### src/verilog/sdrpi_map.vh
// Constants for the SDR SDRAM pin interface: command codes, address fields, reset values, timing counts.
// Functional notes
// - The memory data bus runs either thirty-two or sixteen bits wide toward SDR or mobile SDR SDRAM.
// - Reads and writes enter over separate split-transaction channels with their own holding slots, so both may be outstanding together.
// - A pending refresh is served first, with one auto-refresh cycle, before a newly received access starts.
// - The active-low chip select stays asserted at all times, idle periods included.
// - One byte-mask output per data byte lane enables or disables that byte during a data transfer.
// - The clock-enable output is taken low to issue self refresh and hold the memory in self refresh.
// - Commands are sent on the active-low row, column and write strobes.
// - A two-bit bank select taken from the request address supplies the memory bank.
// - Row and column addresses taken from the request address go out on the shared address bus at activate and read or write.
// - Self refresh and prioritised refresh are supported, with refresh rate, CAS latency and timings programmable.
// - Strobe levels per command: precharge LHL, activate LHH, read HLH, write HLL, burst stop HHL, mode load LLL, refresh LLH, idle HHH, self refresh LLH with clock enable low.
// - Every cycle that carries no other command carries the idle command.
// - Address bit ten is low with read and write so auto-precharge is never requested.
// - Precharge drives address bit ten high to close all banks, low to close only the selected bank.
`ifndef SDRPI_MAP_VH
`define SDRPI_MAP_VH

// Strobe code {row, column, write}
`define SDRPI_CMD_PRECHARGE     3'h2
`define SDRPI_CMD_ACTIVATE      3'h3
`define SDRPI_CMD_READ          3'h5
`define SDRPI_CMD_WRITE         3'h4
`define SDRPI_CMD_BURST_STOP    3'h6
`define SDRPI_CMD_MODE_LOAD     3'h0
`define SDRPI_CMD_AUTO_REFRESH  3'h1
`define SDRPI_CMD_SELF_REFRESH  3'h1
`define SDRPI_CMD_IDLE          3'h7

`define SDRPI_MA_W              13
`define SDRPI_AP_BIT            10
`define SDRPI_MODE_CL_LSB       4

`define SDRPI_RST_CMD           3'h7
`define SDRPI_RST_CKE           1'b1
`define SDRPI_RST_MA            13'h0000
`define SDRPI_RST_BA            2'h0
`define SDRPI_RST_MASK          4'hf

`define SDRPI_INIT_REFRESHES    4'h2
`define SDRPI_TMRD_CYC          4'h2
`define SDRPI_TWR_CYC           4'h2
`define SDRPI_RD_PIPE           4'h2
`define SDRPI_INIT_WAIT_NS      100000
`define SDRPI_CLK_PERIOD_PS     5000
`define SDRPI_INIT_WAIT_CYC     ((`SDRPI_INIT_WAIT_NS * 1000 + `SDRPI_CLK_PERIOD_PS - 1) / `SDRPI_CLK_PERIOD_PS)

`endif

### src/verilog/sdrpi_core.v
// SDR SDRAM pin interface: request slots, init, refresh, self refresh and command sequencing.
`timescale 1ns/1ps
`include "sdrpi_map.vh"

module sdrpi_core #(
   parameter COL_W         = 9,
   parameter ID_W          = 4,
   parameter INIT_WAIT_CYC = `SDRPI_INIT_WAIT_CYC
) (
   input  wire                          clk_sys,
   input  wire                          resetn,
   input  wire                          cfg_bus16,
   input  wire [2:0]                    cfg_cas_lat,
   input  wire [3:0]                    cfg_trcd,
   input  wire [3:0]                    cfg_trp,
   input  wire [3:0]                    cfg_trfc,
   input  wire [12:0]                   cfg_refresh_period,
   input  wire                          self_refresh_req,
   output reg                           self_refresh_active,
   output reg                           init_done,
   input  wire                          wr_valid,
   output wire                          wr_ready,
   input  wire [COL_W+14:0]             wr_addr,
   input  wire [31:0]                   wr_data,
   input  wire [3:0]                    wr_byte_en,
   input  wire [ID_W-1:0]               wr_id,
   output reg                           wr_done,
   output reg  [ID_W-1:0]               wr_done_id,
   input  wire                          rd_valid,
   output wire                          rd_ready,
   input  wire [COL_W+14:0]             rd_addr,
   input  wire [ID_W-1:0]               rd_id,
   output reg                           rd_data_valid,
   output reg  [31:0]                   rd_data,
   output reg  [ID_W-1:0]               rd_data_id,
   output wire                          mem_clock_out,
   output reg                           mem_clock_enable,
   output reg                           chip_select_n,
   output reg                           row_strobe_n,
   output reg                           column_strobe_n,
   output reg                           write_strobe_n,
   output reg  [1:0]                    mem_bank_select,
   output reg  [`SDRPI_MA_W-1:0]        mem_addr_bus,
   output reg  [3:0]                    byte_lane_mask,
   output reg  [31:0]                   mem_data_out,
   output reg                           mem_data_oe,
   input  wire [31:0]                   mem_data_in
);

   localparam ADDR_W = COL_W + 15;

   localparam ST_INIT_WAIT = 4'h0;
   localparam ST_INIT_PRE  = 4'h1;
   localparam ST_INIT_REF  = 4'h2;
   localparam ST_INIT_MODE = 4'h3;
   localparam ST_IDLE      = 4'h4;
   localparam ST_REFRESH   = 4'h5;
   localparam ST_RW        = 4'h6;
   localparam ST_RD_WAIT   = 4'h7;
   localparam ST_PRE       = 4'h8;
   localparam ST_SR_HOLD   = 4'h9;
   localparam ST_WAIT      = 4'ha;

   // ************************************************************
   // Helpers
   // ************************************************************
   // A programmed zero still gives one cycle of spacing.
   function [14:0] sdrpi_wait_load;
      input [3:0] v;
      begin
         sdrpi_wait_load = (v == 4'h0) ? 15'h0000 : {11'h000, v - 4'h1};
      end
   endfunction

   function [`SDRPI_MA_W-1:0] sdrpi_col;
      input [COL_W-1:0] c;
      integer i;
      begin
         sdrpi_col = `SDRPI_RST_MA;
         for (i = 0; i < COL_W; i = i + 1) begin
            sdrpi_col[i] = c[i];
         end
         sdrpi_col[`SDRPI_AP_BIT] = 1'b0;
      end
   endfunction

   // ************************************************************
   // State
   // ************************************************************
   reg  [3:0]           state;
   reg  [3:0]           ret_state;
   reg  [14:0]          cnt;
   reg  [3:0]           refs_left;
   reg  [12:0]          ref_timer;
   reg                  ref_pending;
   reg                  cur_write;
   reg  [ADDR_W-1:0]    cur_addr;
   reg                  last_write;

   reg                  wr_full;
   reg  [ADDR_W-1:0]    wr_slot_addr;
   reg  [31:0]          wr_slot_data;
   reg  [3:0]           wr_slot_be;
   reg  [ID_W-1:0]      wr_slot_id;
   reg                  rd_full;
   reg  [ADDR_W-1:0]    rd_slot_addr;
   reg  [ID_W-1:0]      rd_slot_id;

   reg  [31:0]          din_meta;
   reg  [31:0]          din_sync;

   reg  [3:0]           next_state;
   reg  [3:0]           next_ret_state;
   reg  [14:0]          next_cnt;
   reg  [3:0]           next_refs_left;
   reg  [2:0]           next_cmd;
   reg                  next_cke;
   reg  [1:0]           next_ba;
   reg  [`SDRPI_MA_W-1:0] next_ma;
   reg  [3:0]           next_mask;
   reg  [31:0]          next_dout;
   reg                  next_oe;
   reg                  next_cur_write;
   reg  [ADDR_W-1:0]    next_cur_addr;
   reg                  ref_clear;
   reg                  wr_take;
   reg                  rd_finish;

   wire [1:0]           cur_bank = cur_addr[COL_W+1:COL_W];
   wire [COL_W-1:0]     cur_col  = cur_addr[COL_W-1:0];
   wire                 pick_write = wr_full & (~rd_full | ~last_write);
   wire                 ref_fire = (ref_timer == 13'h0000) & init_done & ~self_refresh_active;

   // Slots are the split-transaction holding stage; one read and one write may wait together.
   assign wr_ready = ~wr_full;
   assign rd_ready = ~rd_full;
   assign mem_clock_out = clk_sys;

   // ************************************************************
   // Command sequencing
   // ************************************************************
   always @* begin
      next_state     = state;
      next_ret_state = ret_state;
      next_cnt       = cnt;
      next_refs_left = refs_left;
      next_cmd       = `SDRPI_CMD_IDLE;
      next_cke       = 1'b1;
      next_ba        = mem_bank_select;
      next_ma        = mem_addr_bus;
      next_mask      = `SDRPI_RST_MASK;
      next_dout      = mem_data_out;
      next_oe        = 1'b0;
      next_cur_write = cur_write;
      next_cur_addr  = cur_addr;
      ref_clear      = 1'b0;
      wr_take        = 1'b0;
      rd_finish      = 1'b0;
      case (state)
         ST_INIT_WAIT: begin
            if (cnt == 15'h0000) begin
               next_state = ST_INIT_PRE;
            end else begin
               next_cnt = cnt - 15'h0001;
            end
         end
         ST_INIT_PRE: begin
            next_cmd       = `SDRPI_CMD_PRECHARGE;
            next_ma        = `SDRPI_RST_MA;
            next_ma[`SDRPI_AP_BIT] = 1'b1;
            next_refs_left = `SDRPI_INIT_REFRESHES;
            next_cnt       = sdrpi_wait_load(cfg_trp);
            next_state     = ST_WAIT;
            next_ret_state = ST_INIT_REF;
         end
         ST_INIT_REF: begin
            next_cmd       = `SDRPI_CMD_AUTO_REFRESH;
            next_refs_left = refs_left - 4'h1;
            next_cnt       = sdrpi_wait_load(cfg_trfc);
            next_state     = ST_WAIT;
            next_ret_state = (refs_left == 4'h1) ? ST_INIT_MODE : ST_INIT_REF;
         end
         ST_INIT_MODE: begin
            // Burst length one, sequential, CAS latency from configuration
            next_cmd       = `SDRPI_CMD_MODE_LOAD;
            next_ma        = `SDRPI_RST_MA;
            next_ma[`SDRPI_MODE_CL_LSB+2:`SDRPI_MODE_CL_LSB] = cfg_cas_lat;
            next_ba        = `SDRPI_RST_BA;
            next_cnt       = sdrpi_wait_load(`SDRPI_TMRD_CYC);
            next_state     = ST_WAIT;
            next_ret_state = ST_IDLE;
         end
         ST_IDLE: begin
            // Refresh outranks both self refresh entry and any waiting access.
            if (ref_pending) begin
               next_state = ST_REFRESH;
            end else if (self_refresh_req) begin
               next_cmd   = `SDRPI_CMD_SELF_REFRESH;
               next_cke   = 1'b0;
               next_state = ST_SR_HOLD;
            end else if (wr_full | rd_full) begin
               next_cur_write = pick_write;
               next_cur_addr  = pick_write ? wr_slot_addr : rd_slot_addr;
               next_cmd       = `SDRPI_CMD_ACTIVATE;
               next_ba        = next_cur_addr[COL_W+1:COL_W];
               next_ma        = next_cur_addr[ADDR_W-1:COL_W+2];
               next_cnt       = sdrpi_wait_load(cfg_trcd);
               next_state     = ST_WAIT;
               next_ret_state = ST_RW;
            end
         end
         ST_REFRESH: begin
            next_cmd       = `SDRPI_CMD_AUTO_REFRESH;
            ref_clear      = 1'b1;
            next_cnt       = sdrpi_wait_load(cfg_trfc);
            next_state     = ST_WAIT;
            next_ret_state = ST_IDLE;
         end
         ST_RW: begin
            next_ba = cur_bank;
            next_ma = sdrpi_col(cur_col);
            if (cur_write) begin
               next_cmd  = `SDRPI_CMD_WRITE;
               next_dout = wr_slot_data;
               next_oe   = 1'b1;
               // Mask high disables a lane; the upper lanes stay off on a narrow bus.
               next_mask = ~wr_slot_be | (cfg_bus16 ? 4'hc : 4'h0);
               wr_take   = 1'b1;
               next_cnt       = sdrpi_wait_load(`SDRPI_TWR_CYC);
               next_state     = ST_WAIT;
               next_ret_state = ST_PRE;
            end else begin
               next_cmd   = `SDRPI_CMD_READ;
               next_mask  = cfg_bus16 ? 4'hc : 4'h0;
               next_cnt   = {11'h000, {1'b0, cfg_cas_lat} + `SDRPI_RD_PIPE};
               next_state = ST_RD_WAIT;
            end
         end
         ST_RD_WAIT: begin
            if (cnt == 15'h0000) begin
               rd_finish  = 1'b1;
               next_state = ST_PRE;
            end else begin
               next_cnt = cnt - 15'h0001;
            end
         end
         ST_PRE: begin
            // Single-bank close keeps the other banks' state untouched.
            next_cmd       = `SDRPI_CMD_PRECHARGE;
            next_ba        = cur_bank;
            next_ma        = `SDRPI_RST_MA;
            next_cnt       = sdrpi_wait_load(cfg_trp);
            next_state     = ST_WAIT;
            next_ret_state = ST_IDLE;
         end
         ST_SR_HOLD: begin
            next_cke = ~self_refresh_req;
            if (~self_refresh_req) begin
               next_cnt       = sdrpi_wait_load(cfg_trfc);
               next_state     = ST_WAIT;
               next_ret_state = ST_IDLE;
            end
         end
         ST_WAIT: begin
            if (cnt == 15'h0000) begin
               next_state = ret_state;
            end else begin
               next_cnt = cnt - 15'h0001;
            end
         end
         default: begin
            next_state = ST_IDLE;
         end
      endcase
   end

   // ************************************************************
   // Registers
   // ************************************************************
   always @(posedge clk_sys) begin
      if (!resetn) begin
         state               <= ST_INIT_WAIT;
         ret_state           <= ST_IDLE;
         cnt                 <= INIT_WAIT_CYC[14:0];
         refs_left           <= 4'h0;
         ref_timer           <= 13'h0000;
         ref_pending         <= 1'b0;
         cur_write           <= 1'b0;
         cur_addr            <= {ADDR_W{1'b0}};
         last_write          <= 1'b0;
         wr_full             <= 1'b0;
         wr_slot_addr        <= {ADDR_W{1'b0}};
         wr_slot_data        <= 32'h00000000;
         wr_slot_be          <= 4'h0;
         wr_slot_id          <= {ID_W{1'b0}};
         rd_full             <= 1'b0;
         rd_slot_addr        <= {ADDR_W{1'b0}};
         rd_slot_id          <= {ID_W{1'b0}};
         din_meta            <= 32'h00000000;
         din_sync            <= 32'h00000000;
         init_done           <= 1'b0;
         self_refresh_active <= 1'b0;
         wr_done             <= 1'b0;
         wr_done_id          <= {ID_W{1'b0}};
         rd_data_valid       <= 1'b0;
         rd_data             <= 32'h00000000;
         rd_data_id          <= {ID_W{1'b0}};
         mem_clock_enable    <= `SDRPI_RST_CKE;
         chip_select_n       <= 1'b0;
         {row_strobe_n, column_strobe_n, write_strobe_n} <= `SDRPI_RST_CMD;
         mem_bank_select     <= `SDRPI_RST_BA;
         mem_addr_bus        <= `SDRPI_RST_MA;
         byte_lane_mask      <= `SDRPI_RST_MASK;
         mem_data_out        <= 32'h00000000;
         mem_data_oe         <= 1'b0;
      end else begin
         state     <= next_state;
         ret_state <= next_ret_state;
         cnt       <= next_cnt;
         refs_left <= next_refs_left;
         cur_write <= next_cur_write;
         cur_addr  <= next_cur_addr;
         if (state == ST_IDLE && next_state == ST_WAIT) begin
            last_write <= next_cur_write;
         end
         // Refresh interval timer; a new request wins over a same-cycle clear.
         if (ref_fire) begin
            ref_timer <= cfg_refresh_period;
         end else if (init_done && !self_refresh_active) begin
            ref_timer <= ref_timer - 13'h0001;
         end else begin
            ref_timer <= cfg_refresh_period;
         end
         ref_pending <= ref_fire | (ref_pending & ~ref_clear);
         if (state == ST_INIT_MODE) begin
            init_done <= 1'b1;
         end
         self_refresh_active <= (next_state == ST_SR_HOLD);
         if (wr_valid && !wr_full) begin
            wr_full      <= 1'b1;
            wr_slot_addr <= wr_addr;
            wr_slot_data <= wr_data;
            wr_slot_be   <= wr_byte_en;
            wr_slot_id   <= wr_id;
         end else if (wr_take) begin
            wr_full <= 1'b0;
         end
         if (rd_valid && !rd_full) begin
            rd_full      <= 1'b1;
            rd_slot_addr <= rd_addr;
            rd_slot_id   <= rd_id;
         end else if (rd_finish) begin
            rd_full <= 1'b0;
         end
         wr_done       <= wr_take;
         wr_done_id    <= wr_take ? wr_slot_id : wr_done_id;
         // Read data pins pass two flops before capture.
         din_meta      <= mem_data_in;
         din_sync      <= din_meta;
         rd_data_valid <= rd_finish;
         if (rd_finish) begin
            rd_data    <= cfg_bus16 ? {16'h0000, din_sync[15:0]} : din_sync;
            rd_data_id <= rd_slot_id;
         end
         mem_clock_enable <= next_cke;
         chip_select_n    <= 1'b0;
         {row_strobe_n, column_strobe_n, write_strobe_n} <= next_cmd;
         mem_bank_select  <= next_ba;
         mem_addr_bus     <= next_ma;
         byte_lane_mask   <= next_mask;
         mem_data_out     <= next_dout;
         mem_data_oe      <= next_oe;
      end
   end

endmodule // sdrpi_core

### config.mk
export PLATFORM = sky130hd
export DESIGN_NAME = sdrpi_core
export DESIGN_NICKNAME = d
export VERILOG_FILES = /design/src/verilog/sdrpi_core.v
export VERILOG_INCLUDE_DIRS = /design/src /design/src/verilog
export SDC_FILE = /design/constraint.sdc
export NUM_CORES = 1
export LEC_CHECK = 0
export ABC_AREA = 1
export ABC_CLOCK_PERIOD_IN_PS = 1700
export BUFFER_PORTS_ARGS = -buffer_cell sky130_fd_sc_hd__buf_2
export CAP_MARGIN = 30
export CORE_MARGIN = 10
export CORE_UTILIZATION = 45
export DETAILED_ROUTE_END_ITERATION = 10
export GPL_ROUTABILITY_DRIVEN = 0
export PLACE_DENSITY = 0.74
export SLEW_MARGIN = 20
export SYNTH_ARGS = -nofsm -noshare
export SYNTH_HDL_FRONTEND = slang
export SYNTH_SLANG_ARGS = --single-unit
### constraint.sdc
create_clock -name clk_sys -period 1.7 [get_ports clk_sys]
set_input_delay 0.34 -clock clk_sys [delete_from_list [all_inputs] [get_ports clk_sys]]
set_output_delay 0.34 -clock clk_sys [all_outputs]
set_load 0.05 [all_outputs]
======== Word level (Yosys, flattened, before mapping) ========
Cells that the tools add are included.
operators by class
  add/sub/neg operators ................... 7
  equal/unequal tests ..................... 19
  muxes and demuxes ....................... 62
  reduce and logical (&&, ||, !) cells .... 33
  bitwise gates (word level) .............. 16
operator list
  operator                                             number
  one-hot mux 15 bit (7 select lines)                  1
  2-to-1 mux 4 bit                                     19
  2-to-1 mux 15 bit                                    5
  2-to-1 mux 13 bit                                    5
  one-hot mux 13 bit (5 select lines)                  1
  2-to-1 mux 32 bit                                    1
  one-hot mux 4 bit (7 select lines)                   1
  2-to-1 mux 24 bit                                    1
  one-hot mux 4 bit (6 select lines)                   1
  == test 4 bit (second input constant)                5
  2-to-1 mux 1 bit                                     17
  == test 4 x 3 -> 1 bit (second input constant)       4
  zero test 4 bit                                      4
  subtractor 4 x 1 -> 4 bit (second input constant)    4
  zero test 15 bit                                     1
  one-hot mux 3 bit (5 select lines)                   1
  subtractor 15 x 1 -> 15 bit (second input constant)  1
  zero test 13 bit                                     1
  subtractor 13 x 1 -> 13 bit (second input constant)  1
  != test 2 bit (second input constant)                6
  AND reduction 4 bit                                  3
  AND reduction 6 bit                                  2
  2-to-1 mux 3 bit                                     3
  == test 4 x 1 -> 1 bit (second input constant)       2
  22 further kinds                                     47
storage, ports and cells
  bits in registers ....................... 311
  output and inout bits ................... 104

======== Depth between registers and ports, before layout ========
  word-level depth ........................ 8
  mapped depth ............................ 13
  gate-level depth less buffers ........... 13

==> summary.md <==
| Metric | Value |
|---|---|
| Status | completed |
| Via count | 12.1k |
| DRT Pass-1 Iters | 5 |
| Routing usage on met1 | 25.3% |
| CTS clk-pin slew, worst paths | about 0.060 ns |
| Synth area leader | dfxtp_1 |
| Ratio of cells with drive above 1 in the final layout | 24.1% |
| Grt met2 use | 35.2% |
| Fmax | 600 MHz |
| Seq cells post-synth | ~310 |
| Slew margin rel. | 53.4% |
| Mapped cell area | 12,100 µm² |
| Buf/Inv on CP | 4 |
| Cells after Synth | 1,617 |
| Initial core utilization | 46.0% |
| First-pass GRT wire length | 58,800 µm |
| Drt via density | 5.06 |
| Critical-path top delay cell | dfxtp_4 |
| Post-route ant nets | 0 |
| Nets@finish | between 2k and 2.5k |
| Placed Area | 14,100 µm² |
| Total core area | 26,300 µm² |
| Hold Vio Cnt, Final | 0 |
| CP startpoint | state[2] |
| Area Growth Syn to Fin | 39.0% |
| Commonest non-fill, non-tap cell in the layout | dfxtp_1 |
| Max-cap violations | 0 |
| Power per cell area | 1150 nW/µm² |
| Avg Synthesized Cell Area | 7.48 µm² |
| Peak per-stage delay on the critical path | 0.40 ns |
| Critical Path Sink Type | flop |
| Ys Warns | 0 |
| Min-delay src | cfg_refresh_period[8] |
| Net count after synthesis | between 1.5k and 2k |
| Most frequent cells in the layout | 302 x dfxtp_1, 281 x nand2_1, 257 x buf_2 |
| IO Port Bufs | 260 |
| Cell class contributing the biggest share of worst-path delay | simple AND/OR/NAND/NOR gates |
| Top cells by area, synth | dfxtp_1 51%, nand2_1 9.0%, o21ai_0 7.4%, nor2_1 7.3%, inv_1 5.3% |
| Hpwl dp | 25,100 µm |
| Leak | between 0.008 and 0.009 µW |
| Max VDD drop | 0.774 mV |
| M3 GR Usage | 4.96% |
| DRC | 0 |
| Largest net degree at the start of global routing | 78 |
| Drt total wl | 37,800 µm |
| RSZ-0062 raised after global routing | true |
| CTS tree | done |
| Total gr overflow | 0 |
| Min cycle time layout | 1.67 ns |
| Rows | 59 |
| Crit path arrival time | roughly 2.2 ns |
| Period utilisation layout | a little over nine tenths |
| I/O Pins | between 200 and 300 |
| Critical path data required time | 2.26 ns |
| Vias in the first global route | 11.7k |
| Initial DRC Count | approximately 910 |
| Total power | 19,400 µW |
| Global route hottest layer | met2 |
| Final Cell Area | 16,800 µm² |
| Clk_lat worst skew | 0.62 ns |
| Min-Delay Path Class | in2reg |
| Worst r2r src | state[2] |
| Worst-margin pin slew | 0.698 ns |
| Die Footprint | 33,800 µm² |
| Worst-path cell chain | inv_4 > nor2_4 > nand2_2 > inv_2 > nand3_2 > buf_12 > nor2_4 > clkbuf_16 > nand3_2 > nand2_1 |
| Post-synthesis cell type count | 37 |
| Die H | 184 µm |
| Worst Clk Skew | 0.0164 ns |
| Top-area cell type share of the netlist area | 51.5% |
| Die extent in x | roughly 180 µm |
| Average routed wire per standard cell | 15.8 µm |
| Flop-to-flop setup slack | about 0.033 ns |
| Initial antenna violation count | 3 |
| Post-synthesis sequential area ratio | 51.5% |
| Setup CP Type | reg2reg |
| Slew Viols, Final | 0 |
| CP Launch Type | flop |
| Worst Path Max Fanout | 8 |
| Total track usage | between 20% and 30% |
| Final setup vio count | 0 |
-- kinds of logic (layout without fill, tap and decap cells) --
logic type                 after synthesis  count (layout)  synth area share, %
xor gates and xnor gates                18              18                 1.30
other                                    1               4               0.0310
DFF                                    311             311                 51.5
and+or+nand+nor                        672             672                 22.9
AOI/OAI and AO/OA                      333             333                 14.2
buffers and inverters                  270             698                 8.81
adders and majority gates               12              12                 1.24
-- power by group --
group / leakage, µW / switching (µW) / internal, µW / total (µW)
combinational: 0.00486 / 2020 / 1350 / 3370
clock: 0.000614 / 3130 / 4770 / 7900
sequential: 0.00255 / 329 / 7820 / 8150
-- synthesized netlist by cell type (all sizes together) --
cell	instances
a211oi	2
a21boi	1
a21oi	127
a221oi	1
a22o	1
a31oi	11
buf	30
clkbuf	59
clkinv	3
conb	1
dfxtp	311
ha	12
inv	178
nand2	294
nand3	116
nand3b	2
nand4	8
nor2	242
nor3	9
o2111ai	1
o211ai	5
o21ai	183
o21bai	1
or2	1
xnor2	1
xor2	17
-- per-stage QoR --
stage	utilization (%)	worst slack, ns	instances	hold WS, ns	TNS [ns]
5_1_grt	64.0	-0.0778	2381	0.00472	-1.35
3_3_place_gp	53.8	-0.0157	2195	0.393	-0.0346
6_report	64.0	0.0329	2383	0.00379	0
4_1_cts	62.5	0.00842	2363	0.000940	0
3_5_place_dp	53.8	-0.0950	2195	0.395	-1.41
2_1_floorplan	-	0.142	1617	0.390	0
-- metal layers --
metal  up-vias  routed length, µm
li1       5982                  -
met1      5532              15700
met2       460              18100
met3        80               2840
met4         0               1160
met5         -                  0
-- worst min-delay path, stage by stage --
cell and delay (ns):
buf_2 0.08, o21ai_1 0.06, a21oi_1 0.10
-- flip-flops by register name (all words and copies together) (netlist names), 2 cells and up --
register         flops
din_meta            32
din_sync            32
mem_data_out        32
rd_data             32
wr_slot_data        32
rd_slot_addr        24
wr_slot_addr        24
cnt                 15
mem_addr_bus        13
ref_timer           13
cur_addr            11
byte_lane_mask       4
rd_data_id           4
rd_slot_id           4
refs_left            4
ret_state            4
state                4
wr_done_id           4
wr_slot_be           4
wr_slot_id           4
mem_bank_select      2
-- path summary, 6_finish.rpt --
check	end	depth (start not counted)
worst max-delay path	rd_data[30]	10
worst min register to register	din_sync[4]	2
worst min-delay path	ref_timer[8]	3
worst max register to register	rd_data[30]	10
-- cell type report --
cell class                 count  area [µm²]
fill                        2095        9470
sequential                   311        6250
multi-input combinational   1036        4990
timing repair buffer         449        3200
clock buffer                  55        1130
inverter                     181         697
tap                          335         419
clock inverter                11         105
timing repair inverter         2        15.0
antenna                        3        7.51
-- timing repair --
item                                   4_1_cts  5_1_grt
endpoints found under the hold margin      101        2
hold buffers                               101        2
setup buffers                                0       13
pin swaps                                    0       19
cloned                                       2        2
setup endpoints to repair                   36       91
gates resized for setup                     15       77
No activity file was read; power rests on OpenSTA's default activity.
